**config.mk**
```make
export PLATFORM = sky130hd
export DESIGN_NAME = rtv_time_regs
export DESIGN_NICKNAME = d
export VERILOG_FILES = /design/src/include/rtv_pkg.sv /design/src/core/rtv_bcd_digit.sv /design/src/core/rtv_avalon_slave.sv /design/src/core/rtv_time_regs.sv
export SDC_FILE = /design/constraint.sdc
export NUM_CORES = 1
export LEC_CHECK = 0
export BUFFER_PORTS_ARGS = -buffer_cell sky130_fd_sc_hd__buf_2
export CAP_MARGIN = 40
export CORE_UTILIZATION = 30
export DETAILED_ROUTE_END_ITERATION = 16
export GPL_TIMING_DRIVEN = 0
export PLACE_DENSITY = 0.71
export SYNTH_ARGS = -nofsm -noshare
export SYNTH_HDL_FRONTEND = slang
export SYNTH_HIERARCHICAL = 1
export SYNTH_SLANG_ARGS = --single-unit
export TNS_END_PERCENT = 50
```
**constraint.sdc**
```tcl
create_clock -name ref_clk -period 2.2 [get_ports ref_clk]
set_input_delay 0.11 -clock ref_clk [delete_from_list [all_inputs] [get_ports ref_clk]]
set_output_delay 0.11 -clock ref_clk [all_outputs]
set_load 0.05 [all_outputs]
```
**src/include/rtv_pkg.sv**
```systemverilog
package rtv_pkg;

  // ==========================================================================
  // bus and register map
  localparam int ADDR_W = 4;
  localparam int DATA_W = 32;
  localparam int REG_W = 16;
  localparam logic [3:0] OFS_WKDY_HOURS = 4'h0;
  localparam logic [3:0] OFS_MIN_SEC = 4'h4;
  localparam logic [3:0] OFS_CONTROL = 4'h8;
  localparam logic [3:0] OFS_ID = 4'hC;

  // arbitrary identification value
  localparam logic [15:0] ID_VALUE = 16'h5A31;

  // ==========================================================================
  // field layouts
  localparam int WKDY_LSB = 8;
  localparam int WKDY_W = 3;
  localparam int HRT_LSB = 4;
  localparam int HRT_W = 2;
  localparam int HRO_LSB = 0;
  localparam int HRO_W = 4;
  localparam int MINT_LSB = 12;
  localparam int MINT_W = 3;
  localparam int MINO_LSB = 8;
  localparam int MINO_W = 4;
  localparam int SECT_LSB = 4;
  localparam int SECT_W = 3;
  localparam int SECO_LSB = 0;
  localparam int SECO_W = 4;
  localparam int UNLOCK_BIT = 0;

  localparam logic [15:0] WKDY_HOURS_MASK = 16'h073F;
  localparam logic [15:0] MIN_SEC_MASK = 16'h7F7F;

  // legal maxima
  localparam logic [2:0] WKDY_MAX = 3'h6;
  localparam logic [1:0] HRT_MAX = 2'h2;
  localparam logic [3:0] ONES_MAX = 4'h9;
  localparam logic [2:0] TENS6_MAX = 3'h5;

  // ==========================================================================
  // types
  typedef struct packed {
    logic [2:0] weekday_digit;
    logic [1:0] hour_tens_digit;
    logic [3:0] hour_ones_digit;
  } rtv_wkhr_s;

  typedef struct packed {
    logic [2:0] minute_tens_digit;
    logic [3:0] minute_ones_digit;
    logic [2:0] second_tens_digit;
    logic [3:0] second_ones_digit;
  } rtv_minutes_seconds_value_s;

  typedef enum logic [2:0] {
    RTV_IDLE = 3'b001,
    RTV_ACK = 3'b010,
    RTV_DONE = 3'b100
  } rtv_bus_e;

endpackage

```
**src/core/rtv_bcd_digit.sv**
```systemverilog
`timescale 1ns/100ps
// one time digit field; holds its value until a granted write
module rtv_bcd_digit #(
  parameter int W = 4
) (
  input wire logic ref_clk,
  input wire logic load,
  input wire logic [W-1:0] din,
  output logic [W-1:0] q
);
  // no reset: content is undefined until software writes it
  always_ff @(posedge ref_clk)
  begin
    if (load)
    begin
      q <= din;
    end
  end
endmodule

```
**src/core/rtv_avalon_slave.sv**
```systemverilog
`timescale 1ns/100ps
// ============================================================================
// avalon-mm handshake: one wait cycle, then ack
module rtv_avalon_slave
  import rtv_pkg::*;
(
  input wire logic ref_clk,
  input wire logic rst,
  input wire logic read,
  input wire logic write,
  output logic waitrequest,
  output logic rd_strobe,
  output logic wr_strobe
);
  rtv_bus_e state_r;

  always_ff @(posedge ref_clk or posedge rst)
  begin
    if (rst)
    begin
      state_r <= RTV_IDLE;
    end
    else
    begin
      case (state_r)
        RTV_IDLE: state_r <= (read || write) ? RTV_ACK : RTV_IDLE;
        RTV_ACK: state_r <= RTV_DONE;
        RTV_DONE: state_r <= RTV_IDLE;
        default: state_r <= RTV_IDLE;
      endcase
    end
  end

  // waitrequest low only in ACK, so an access raised in IDLE takes exactly two cycles (one raised in DONE takes three)
  always_comb
  begin
    waitrequest = !(state_r == RTV_ACK);
    rd_strobe = (state_r == RTV_ACK) && read;
    wr_strobe = (state_r == RTV_ACK) && write;
  end
endmodule

```
**src/core/rtv_time_regs.sv**
```systemverilog
// Design decisions made here: the address map and the Avalon-MM register port.
`timescale 1ns/100ps
module rtv_time_regs
  import rtv_pkg::*;
(
  input wire logic ref_clk,
  input wire logic rst,
  input wire logic [rtv_pkg::ADDR_W-1:0] address,
  input wire logic read,
  input wire logic write,
  input wire logic [rtv_pkg::DATA_W-1:0] writedata,
  input wire logic [3:0] byteenable,
  output logic [rtv_pkg::DATA_W-1:0] readdata,
  output logic waitrequest,
  output logic clock_write_unlock,
  output rtv_pkg::rtv_wkhr_s wkhr_value,
  output rtv_pkg::rtv_minutes_seconds_value_s minutes_seconds_value_value
);
  import rtv_pkg::*;

  // ==========================================================================
  // bus handshake
  logic rd_strobe;
  logic wr_strobe;
  logic wait_int;

  rtv_avalon_slave u_slave (
    .ref_clk(ref_clk),
    .rst(rst),
    .read(read),
    .write(write),
    .waitrequest(wait_int),
    .rd_strobe(rd_strobe),
    .wr_strobe(wr_strobe)
  );

  // the slave decodes waitrequest from its state; a local copy of that state
  // lets the bus outputs come straight from flip-flops with the same timing
  logic done_r;
  logic go_ack;
  logic wait_r;
  logic [DATA_W-1:0] readdata_r;

  // done_r marks the cycle after an ack, in which the slave takes no request
  always_ff @(posedge ref_clk or posedge rst)
  begin
    if (rst)
    begin
      done_r <= 1'b0;
    end
    else
    begin
      done_r <= !wait_int;
    end
  end

  assign go_ack = wait_int && !done_r && (read || write);

  // waitrequest is high from reset and low exactly in the ack cycle
  always_ff @(posedge ref_clk or posedge rst)
  begin
    if (rst)
    begin
      wait_r <= 1'b1;
    end
    else
    begin
      wait_r <= !go_ack;
    end
  end
  assign waitrequest = wait_r;

  // ==========================================================================
  // decode
  logic [15:0] wdata16;
  logic lanes_lo;
  logic lanes_hi;
  logic wr_wkhr;
  logic wr_minutes_seconds_value;
  logic wr_ctrl;
  logic unlock_r;

  assign wdata16 = writedata[15:0];
  assign lanes_lo = byteenable[0];
  assign lanes_hi = byteenable[1];
  // a locked register simply drops the write; the bus still completes
  assign wr_wkhr = wr_strobe && (address == OFS_WKDY_HOURS) && unlock_r;
  assign wr_minutes_seconds_value = wr_strobe && (address == OFS_MIN_SEC);
  assign wr_ctrl = wr_strobe && (address == OFS_CONTROL) && lanes_lo;

  // ==========================================================================
  // unlock control bit
  always_ff @(posedge ref_clk or posedge rst)
  begin
    if (rst)
    begin
      unlock_r <= 1'b0;
    end
    else if (wr_ctrl)
    begin
      unlock_r <= wdata16[UNLOCK_BIT];
    end
  end
  assign clock_write_unlock = unlock_r;

  // ==========================================================================
  // digit storage, one instance per field
  rtv_wkhr_s wkhr_q;
  rtv_minutes_seconds_value_s ms_q;

  rtv_bcd_digit #(.W(WKDY_W)) u_wkdy (
    .ref_clk(ref_clk),
    .load(wr_wkhr && lanes_hi),
    .din(wdata16[WKDY_LSB +: WKDY_W]),
    .q(wkhr_q.weekday_digit)
  );
  rtv_bcd_digit #(.W(HRT_W)) u_hrt (
    .ref_clk(ref_clk),
    .load(wr_wkhr && lanes_lo),
    .din(wdata16[HRT_LSB +: HRT_W]),
    .q(wkhr_q.hour_tens_digit)
  );
  rtv_bcd_digit #(.W(HRO_W)) u_hro (
    .ref_clk(ref_clk),
    .load(wr_wkhr && lanes_lo),
    .din(wdata16[HRO_LSB +: HRO_W]),
    .q(wkhr_q.hour_ones_digit)
  );
  rtv_bcd_digit #(.W(MINT_W)) u_mint (
    .ref_clk(ref_clk),
    .load(wr_minutes_seconds_value && lanes_hi),
    .din(wdata16[MINT_LSB +: MINT_W]),
    .q(ms_q.minute_tens_digit)
  );
  rtv_bcd_digit #(.W(MINO_W)) u_mino (
    .ref_clk(ref_clk),
    .load(wr_minutes_seconds_value && lanes_hi),
    .din(wdata16[MINO_LSB +: MINO_W]),
    .q(ms_q.minute_ones_digit)
  );
  rtv_bcd_digit #(.W(SECT_W)) u_sect (
    .ref_clk(ref_clk),
    .load(wr_minutes_seconds_value && lanes_lo),
    .din(wdata16[SECT_LSB +: SECT_W]),
    .q(ms_q.second_tens_digit)
  );
  rtv_bcd_digit #(.W(SECO_W)) u_seco (
    .ref_clk(ref_clk),
    .load(wr_minutes_seconds_value && lanes_lo),
    .din(wdata16[SECO_LSB +: SECO_W]),
    .q(ms_q.second_ones_digit)
  );

  assign wkhr_value = wkhr_q;
  assign minutes_seconds_value_value = ms_q;

  // ==========================================================================
  // read mux; unimplemented bits are simply never placed
  logic [15:0] wkhr_word;
  logic [15:0] ms_word;
  logic [15:0] rd_word;

  always_comb
  begin
    wkhr_word = '0;
    wkhr_word[WKDY_LSB +: WKDY_W] = wkhr_q.weekday_digit;
    wkhr_word[HRT_LSB +: HRT_W] = wkhr_q.hour_tens_digit;
    wkhr_word[HRO_LSB +: HRO_W] = wkhr_q.hour_ones_digit;
    ms_word = '0;
    ms_word[MINT_LSB +: MINT_W] = ms_q.minute_tens_digit;
    ms_word[MINO_LSB +: MINO_W] = ms_q.minute_ones_digit;
    ms_word[SECT_LSB +: SECT_W] = ms_q.second_tens_digit;
    ms_word[SECO_LSB +: SECO_W] = ms_q.second_ones_digit;
    case (address)
      OFS_WKDY_HOURS: rd_word = wkhr_word & WKDY_HOURS_MASK;
      OFS_MIN_SEC: rd_word = ms_word & MIN_SEC_MASK;
      OFS_CONTROL: rd_word = {15'h0000, unlock_r};
      OFS_ID: rd_word = ID_VALUE;
      default: rd_word = 16'h0000;
    endcase
  end

  // read data is loaded on the edge that enters the ack cycle, so it stands
  // exactly while waitrequest is low; no write can land on that edge, since
  // writes only take effect at the end of the ack cycle itself
  always_ff @(posedge ref_clk or posedge rst)
  begin
    if (rst)
    begin
      readdata_r <= '0;
    end
    else if (go_ack && read)
    begin
      readdata_r <= {16'h0000, rd_word};
    end
    else
    begin
      readdata_r <= '0;
    end
  end
  assign readdata = readdata_r;
endmodule

```
==> reports/qor.yml, run 1 <==
sta:
  slew-limit-headroom_pct: 56.3
  fin_crit_ns: 1.77
  finalMaxSlewViolations: 0
  timing.fmax_mhz: 566
  grt_setup_unrepaired: "no"
  period_share_pct: 80.3
  tns_ns: 0
  hold_viol: 0
  tightest_slew_ns: 0.655
  setup_viol: 0
  skew_ns: 0.00890
global_route:
  grt_pass1_vias: 1129
  grt_max_degree: 18
  grt_use_total_pct: 12.5
  overflow: 0
  antenna_found_initial: 0
  grt_pass1_wl_mm: 5.52
route:
  dr.first_iter.drc_count: 23
  wl_per_cell_microns: 12.3
  ant_nets: 0
  wl_met3_microns: 266
  wl_met1_mm: 1.45
  drt-total-wl_mm: 3.60
  routed_via_density: 4.07
  highest_layer: "met4"
  drc: 0
  vias: 1193
  drt-pass1-iter-count: 4
  dr_wl_met2_mm: 1.81
worst_setup_path:
  cp-start-kind: "flip-flop"
  critical_path.endpoint: "waitrequest"
  worstPathRequired_ns: 2.42
  rr_startpoint: "u_slave/state_r[0]"
  startpoint: "u_slave/state_r[0]"
  worstSetupEndpointType: "flip-flop"
  worstPathArrival_ns: 1.99
  path_cells: "nand2b_4 > nor2_4 > inv_1 > nor2b_1 > o21ai_0 > dlygate4sd3_1"
  reg2reg_depth: 6
  critical_path.slowest_cell: "dlygate4sd3_1"
  path_max_fanout: 3
  r2r_slack_ns: 0.43
  crit_path_max_incr_delay_ns: 0.57
  critPathKind: "flip-flop to flip-flop"
  worstReg2RegEnd: "waitrequest"
floorplanning:
  dieWidth_microns: 77.9
  die-height_microns: 77.9
  io_pins: 101
  fp-row-count: 27
  start_util_pct: 31.2
  fp.coreArea_sq_mm: 0.00554
  die_area_sq_mm: 0.00606
clocking:
  h-tree-depth: 2
  clk_latency_ns: 0.29
  cts-buffers-inserted: 5
  postCtsSetupRepairBufs: 0
  path_clk_slew_ns: 0.08
  cts_tree: "yes"
  cts-root-buf: "clkbuf_8"
  clkSinkCount: 43
  clk_path_buf_depth: 2
placement:
  place_congestion: 0.762
  place_hpwl_mm: 2.74
  port_buffers: 62
  post_dp_cell_area_sq_mm: 0.00219
pwr:
  p_leak_uw: 0.00114
  vdd_drop_max_uv: 559
  p_per_area_mw_per_mm2: 790
run:
  maxCapViolCount: 0
logic_synthesis:
  syn_inst: 124
  avgSynthCellArea_sq_um: 13.9
  ys_warn_count: 6
  synth_area_sq_mm: 0.00173
finish:
  fill_cells: 532
  area_delta_synth_final_pct: 38.8
  fin_area_sq_mm: 0.00240
  n_antenna_cell: 0
  fin_nets: 264
  layout-drive-gt1-share_pct: 45.2
hold_path:
  hold_class: "input port to flip-flop"
run_status:
  status: "completed"
[how the worst min path moves through the flow]
stage / to / depth (start not counted) / from
3_3_place_gp: u_slave/state_r[1] / 2 / rst
5_1_grt: u_seco/q[3] / 1 / writedata[3]
4_1_cts: u_mino/q[3] / 1 / writedata[11]
3_5_place_dp: u_slave/state_r[1] / 2 / rst
2_1_floorplan: u_slave/state_r[1] / 1 / rst
6_report: u_mino/q[3] / 1 / writedata[11]
[power by group]
part	total [uW]	switching (uW)	internal, uW
Combinational	370	240	130
Clock	581	242	339
Sequential	942	32.2	910
[registers in the layout, summed over array words and instances, names as in the netlist]
register            count
u_hro/q                 4
clock_write_unlock      1
u_slave/state_r         3
u_wkdy/q                3
u_seco/q                4
done_r                  1
waitrequest             1
readdata               14
u_mint/q                3
u_sect/q                3
u_hrt/q                 2
u_mino/q                4
[per-stage QoR]
step / setup WS (ns) / hold slack (ns) / util [%] / power [uW] / cells
floorplan: 0.729 / -0.137 / - / 1230 / 141
global placement: 0.399 / -0.0132 / 39.5 / 1290 / 275
detailed placement: 0.434 / -0.0124 / 39.5 / 1300 / 275
CTS: 0.508 / 0.0000142 / 42.7 / 1900 / 290
global route: 0.378 / 0.00210 / 43.3 / 1980 / 293
finish: 0.434 / 0.00504 / 43.3 / 1890 / 293
[metal layers]
layer  GRT usage, %  vias up
li1               -      584
met4           6.04        0
met3           3.88        6
met5              0        -
met2           21.9       54
met1           13.7      549
[layout make-up]
cell class	count	area (sq um)	share of cell area, %
repair buffers	72	410	17.1
plain buffers	21	153	6.37
well taps	72	90.1	3.76
clock buffers	7	76.3	3.18
flip-flops and latches	43	1190	49.8
inverters	5	18.8	0.783
clock inverters	1	30.0	1.25
multi-input cells	72	425	17.7
[repair_timing]
action	4_1_cts	5_1_grt
hold buffers	7	3
resized for setup	0	0
endpoints found under the setup margin	0	0
endpoints found under the hold margin	24	5
[critical path, delay by kind of cell (launching register included)]
kind	cells	cell delay (ns)
buffers and inverters	2	0.66
flip-flops	1	0.54
AND/OR/NAND/NOR	3	0.40
AO/OA/AOI/OAI	1	0.12
[placed cells by master (no fill, tap or decap), drive strengths merged, types with 3 or more instances in the layout]
master,instances
buf,83
dfrtp,18
dlygate4sd3,10
clkbuf,7
a22oi,5
inv,5
o22ai,4
nand2,3
and2,3
nor2b,4
and3,3
nor2,17
edfxtp,23
nor3b,3
conb,18
Note: power is estimated with default switching activity, not from simulation.
==> run 2, diff against run 1 <==
--- a/config.mk
+++ b/config.mk
@@ -10,7 +10,7 @@
 export CORE_UTILIZATION = 30
 export DETAILED_ROUTE_END_ITERATION = 16
 export GPL_TIMING_DRIVEN = 0
-export PLACE_DENSITY = 0.71
+export PLACE_DENSITY = 0.73
 export SYNTH_ARGS = -nofsm -noshare
 export SYNTH_HDL_FRONTEND = slang
 export SYNTH_HIERARCHICAL = 1
==> constraint.sdc (replaced) <==
create_clock -name ref_clk -period 1.55 [get_ports ref_clk]
set_input_delay 0.0775 -clock ref_clk [delete_from_list [all_inputs] [get_ports ref_clk]]
set_output_delay 0.0775 -clock ref_clk [all_outputs]
set_load 0.05 [all_outputs]
==> reports/qor.yml, run 2 (same netlist as run 1, synthesis figures left out) <==
pwr:
  vdd_drop_max_uv: 628
  p_per_area_mw_per_mm2: 1100
  power_uw: 2770
  seqPwrFrac_pct: 48.2
  p_clk_share_pct: 31.0
  p_int_uw: 1990
  power_frac_comb_pct: 20.8
  swShare_pct: 28.1
  p_leak_uw: 0.00120
  p_sw_uw: 779
global_route:
  grt_use_total_pct: 12.9
  overflow: 0
  grt_pass1_wl_mm: 5.62
  antenna_found_initial: 0
  grt_max_degree: 18
  grt_pass1_vias: 1215
sta:
  slew-limit-headroom_pct: 55.8
  finalMaxSlewViolations: 0
  period_share_pct: 94.9
  whs_ns: 0.181
  hold_viol: 0
  setup_viol: 0
  tightest_slew_ns: 0.662
  timing.fmax_mhz: 680
  skew_ns: 0.0120
  fin_crit_ns: 1.47
  worst_slack_ns: 0.0792
clocking:
  clk_path_buf_depth: 2
  cts_tree: "yes"
  clk_latency_ns: 0.30
  clkSinkCount: 43
  h-tree-depth: 2
  path_clk_slew_ns: 0.08
  cts-root-buf: "clkbuf_8"
  cts-buffers-inserted: 5
worst_setup_path:
  critPathKind: "flip-flop to flip-flop"
  path_max_fanout: 5
  cp-start-kind: "flip-flop"
  worstSetupEndpointType: "flip-flop"
  worstPathArrival_ns: 1.66
  worstPathRequired_ns: 1.74
floorplanning:
  dieWidth_microns: 77.9
  fp.coreArea_sq_mm: 0.00554
  die_area_sq_mm: 0.00606
  start_util_pct: 31.2
  die-height_microns: 77.9
  io_pins: 101
  fp-row-count: 27
finish:
  fill_cells: 538
  most-common-layout-cells: "buf_2, edfxtp_1, buf_4, conb_1, dfrtp_1"
  area_delta_synth_final_pct: 46.0
  n_antenna_cell: 0
  fin_area_sq_mm: 0.00252
  multi_input_area_sq_um: 452
  register_area_sq_mm: 0.00119
  final_common_cell: "buf_2"
  fin_nets: 273
  largest_reg_flops: 14
  layout-drive-gt1-share_pct: 48.3
  final_cells: 302
hold_path:
  hold_class: "input port to flip-flop"
route:
  vias: 1253
  drc: 0
  drt-total-wl_mm: 3.77
  routed_via_density: 4.15
  ant_nets: 0
  dr.first_iter.drc_count: 33
  wl_per_cell_microns: 12.5
  drt-pass1-iter-count: 4
placement:
  place_congestion: 0.814
  post_dp_cell_area_sq_mm: 0.00219
  placedCellCount: 275
  port_buffers: 62
  place_hpwl_mm: 2.75
  place_ws_ns: -0.248
run:
  maxCapViolCount: 0
run_status:
  status: "completed"
==> run 2: changes by cell type in the layout (fill, tap and decap cells not counted), moves of 2 or more <==
cell	before	now
nor2_2	0	2
clkbuf_1	2	0
buf_4	19	21
dlygate4sd3_1	10	17
nor2_1	16	14
==> run 2: repair_timing <==
| item | 4_1_cts | 5_1_grt |
|---|---|---|
| setup buffers | 0 | 2 |
| hold buffers | 17 | 0 |
| gates cloned | 0 | 0 |
| resized for setup | 4 | 5 |
| setup endpoints to repair | 8 | 5 |
| endpoints found under the hold margin | 43 | 0 |
==> run 2: final cells by class <==
class / instances / share of cell area (%)
timing repair buffer: 81 / 19.7
sequential: 43 / 47.3
buffer: 21 / 6.30
multi-input combinational: 72 / 17.9
inverter: 5 / 0.744
clock inverter: 3 / 1.74
clock buffer: 5 / 2.73
tap: 72 / 3.57
==> run 2: path summary, 6_finish.rpt <==
check | start | end | slack, ns | cells after the start
max | u_slave/state_r[0] | clock_write_unlock | 0.08 | 6
min | byteenable[1] | u_wkdy/q[1] | 0.18 | 3
max reg2reg | u_slave/state_r[0] | clock_write_unlock | 0.08 | 6
min reg2reg | u_sect/q[2] | readdata[6] | 0.49 | 1
max in group asynchronous | rst | readdata[1] | 0.70 | 3
min in group asynchronous | rst | u_slave/state_r[2] | 0.20 | 3
==> run 2: per-stage QoR <==
step                util (%)  setup TNS, ns
CTS                     44.8              0
global route            45.5      -0.000674
global placement        39.5          -1.31
detailed placement      39.5          -1.60
finish                  45.5              0
floorplan                  -              0
==> run 2: power by group through the flow <==
| stage | Combinational [uW] | Clock (uW) | Sequential [uW] |
|---|---|---|---|
| global route | 607 | 935 | 1340 |
| floorplan | 286 | 0 | 1460 |
| finish | 575 | 858 | 1330 |
| detailed placement | 488 | 0 | 1360 |
| CTS | 533 | 878 | 1330 |
| global placement | 480 | 0 | 1350 |
==> run 2: critical path: stages (launching register included) <==
cell,delay [ns]
dfstp_2,0.37
nand2b_4,0.14
nor2_4,0.09
and2_4,0.18
nand3_2,0.08
nor4_2,0.15
mux2_2,0.36
==> run 2: metal layers <==
layer	GRT usage [%]	vias to the layer above	share of wire [%]
met4	8.87	0	3.1
li1	-	602	-
met2	21.9	71	50
met5	0	-	0
met3	3.88	10	7.4
met1	13.7	570	39
==> run 3, diff against run 2 <==
--- a/config.mk
+++ b/config.mk
@@ -5,14 +5,13 @@
 export SDC_FILE = /design/constraint.sdc
 export NUM_CORES = 1
 export LEC_CHECK = 0
-export BUFFER_PORTS_ARGS = -buffer_cell sky130_fd_sc_hd__buf_2
 export CAP_MARGIN = 40
 export CORE_UTILIZATION = 30
 export DETAILED_ROUTE_END_ITERATION = 16
+export DONT_BUFFER_PORTS = 1
 export GPL_TIMING_DRIVEN = 0
-export PLACE_DENSITY = 0.73
+export PLACE_DENSITY = 0.57
 export SYNTH_ARGS = -nofsm -noshare
 export SYNTH_HDL_FRONTEND = slang
-export SYNTH_HIERARCHICAL = 1
 export SYNTH_SLANG_ARGS = --single-unit
 export TNS_END_PERCENT = 50
==> reports/qor.yml, run 3 <==
sta:
  finalMaxSlewViolations: 0
  timing.fmax_mhz: 682
  grt_setup_unrepaired: "yes"
  fin_crit_ns: 1.47
  period_share_pct: 94.6
  setup_viol: 0
  skew_ns: 0.00690
  slew-limit-headroom_pct: 46.2
  whs_ns: 0.0239
  tightest_slew_ns: 0.806
  hold_viol: 0
run:
  maxCapViolCount: 0
logic_synthesis:
  avgSynthCellArea_sq_um: 14.4
  synth_xor_area_share_pct: 0
  synth_area_sq_mm: 0.00170
  synth_edf_count: 23
  yosysTopAreaCellShare_pct: 40.6
  ys_ff_latch: 43
  synthMuxAreaShare_pct: 3.60
  yosysTopAreaCell: "edfxtp_1"
  synthAdderAreaFrac_pct: 0
  synthSimpleGateAreaFrac_pct: 12.6
  syn_inst: 118
  yosys-top-cells-count: "edfxtp_1, buf_4, dfrtp_1"
  synth_seq_area_share_pct: 70.1
  synthTopCellsByArea: "edfxtp_1, dfrtp_1, buf_4, dfstp_2, nor2_1"
  synth-async-reset-ratio_pct: 46.5
  synth-main-ff-cell: "edfxtp_1"
  synth_compound_area_share_pct: 4.41
  synth_top_family_by_area: "simple AND/OR/NAND/NOR gates"
  ys_warn_count: 0
  synth_cell_types: 29
  yosysMostFrequentCell: "edfxtp_1"
floorplanning:
  dieWidth_microns: 77.3
  die_area_sq_mm: 0.00598
  start_util_pct: 31.1
  io_pins: 101
  die-height_microns: 77.3
  fp-row-count: 27
  fp.coreArea_sq_mm: 0.00547
finish:
  fill_cells: 524
  largest_reg_flops: 14
  final_cells: 232
  most-common-layout-cells: "edfxtp_1, buf_4, conb_1, dfrtp_1, dlygate4sd3_1"
  fin_nets: 203
  area_delta_synth_final_pct: 26.4
  n_antenna_cell: 0
  fin_util_pct: 39.3
  layout-drive-gt1-share_pct: 24.4
  final_common_cell: "edfxtp_1"
worst_setup_path:
  worstReg2RegEnd: "u_mino.q[1]"
  worstSetupEndpointType: "flip-flop"
  cp-start-kind: "flip-flop"
  rr_startpoint: "u_slave.state_r[2]"
  worstPathRequired_ns: 1.53
  path_max_fanout: 7
  r2r_slack_ns: 0.08
  critPathKind: "flip-flop to flip-flop"
  reg2reg_depth: 3
  worstPathArrival_ns: 1.44
global_route:
  grt_use_total_pct: 12.0
  antenna_found_initial: 0
  grt_pass1_vias: 1019
  overflow: 0
  grt_pass1_wl_mm: 5.32
  grt_max_degree: 21
clocking:
  clk_path_buf_depth: 2
  cts-root-buf: "clkbuf_8"
  clk_latency_ns: 0.29
  h-tree-depth: 2
  path_clk_slew_ns: 0.08
  cts-buffers-inserted: 5
  clkSinkCount: 43
  cts_tree: "yes"
placement:
  placedCellCount: 207
  place_congestion: 0.711
  port_buffers: 0
  place_hpwl_mm: 2.59
pwr:
  p_per_area_mw_per_mm2: 1200
  power_uw: 2580
  vdd_drop_max_uv: 755
  p_leak_uw: 0.000915
hold_path:
  min_from: "write"
  hold_class: "input port to flip-flop"
  hold_depth: 2
  hold_end: "u_slave.state_r[1]"
run_status:
  status: "completed"
route:
  ant_nets: 0
  dr.first_iter.drc_count: 33
  drt-pass1-iter-count: 5
  wl_per_cell_microns: 15.0
  routed_via_density: 4.40
  drc: 0
  drt-total-wl_mm: 3.48
  vias: 1021
## run 3: power by group
part	internal [uW]	leakage [uW]	switching (uW)
sequential	1300	0.000472	171
combinational	150	0.000391	196
clock	407	0.0000515	360
## run 3: repair_timing
| action | CTS | global route |
|---|---|---|
| endpoints found under the hold margin | 42 | 1 |
| hold buffers | 15 | 1 |
| resized for setup | 6 | 3 |
| pin swaps | 2 | 3 |
| cloned | 0 | 0 |
| setup endpoints to repair | 23 | 17 |
| buffers inserted | 1 | 0 |
## run 3: cell families after synthesis
| family | Yosys count |
|---|---|
| mux | 6 |
| compound gates | 11 |
| flops | 43 |
| simple gates | 35 |
| other cells | 1 |
| buf+inv | 22 |
## run 3: final cells by class
class,instances,area (sq um),share of cell area (%)
repair buffers,17,168,7.80
plain buffers,21,149,6.92
clock buffers,8,100,4.65
multi-input cells,70,444,20.7
well taps,72,90.1,4.19
flip-flops and latches,43,1200,55.6
inverters,1,3.75,0.175
## run 3: worst max-delay path, cell delays in order (launching register included)
cell and delay [ns]:
dfrtp_2 0.44, nor3b_4 0.22, nand4_1 0.22, nor2_4 0.27
## run 3: stage by stage
stage / setup WS [ns] / setup TNS (ns) / cell area (sq um)
after floorplan: 0.0253 / 0 / 1770
after global placement: -0.237 / -3.99 / 1860
after detailed placement: -0.325 / -5.28 / 1860
after CTS: 0.0133 / 0 / 2130
after global routing: -0.0712 / -0.486 / 2150
final: 0.0833 / 0 / 2150
## run 3: worst max path at each step
stage | cells after the start | slack (ns) | start | endpoint
after CTS | 3 | 0.01 | u_slave.state_r[2] | u_wkdy.q[0]
final | 3 | 0.08 | u_slave.state_r[2] | u_mino.q[1]
after detailed placement | 3 | -0.33 | u_slave.state_r[2] | u_mino.q[2]
after floorplan | 3 | 0.03 | u_slave.state_r[2] | u_mino.q[0]
after global placement | 3 | -0.24 | u_slave.state_r[2] | u_seco.q[1]
after global routing | 3 | -0.07 | u_slave.state_r[2] | u_mino.q[1]
## run 3: metal layers
| layer | track usage (%) | vias to the layer above | share of wire, % |
|---|---|---|---|
| li1 | - | 466 | - |
| met1 | 12.5 | 501 | 36 |
| met2 | 20.8 | 51 | 52 |
| met3 | 6.67 | 3 | 11 |
| met4 | 2.83 | 0 | 0.49 |
| met5 | 0 | - | 0 |
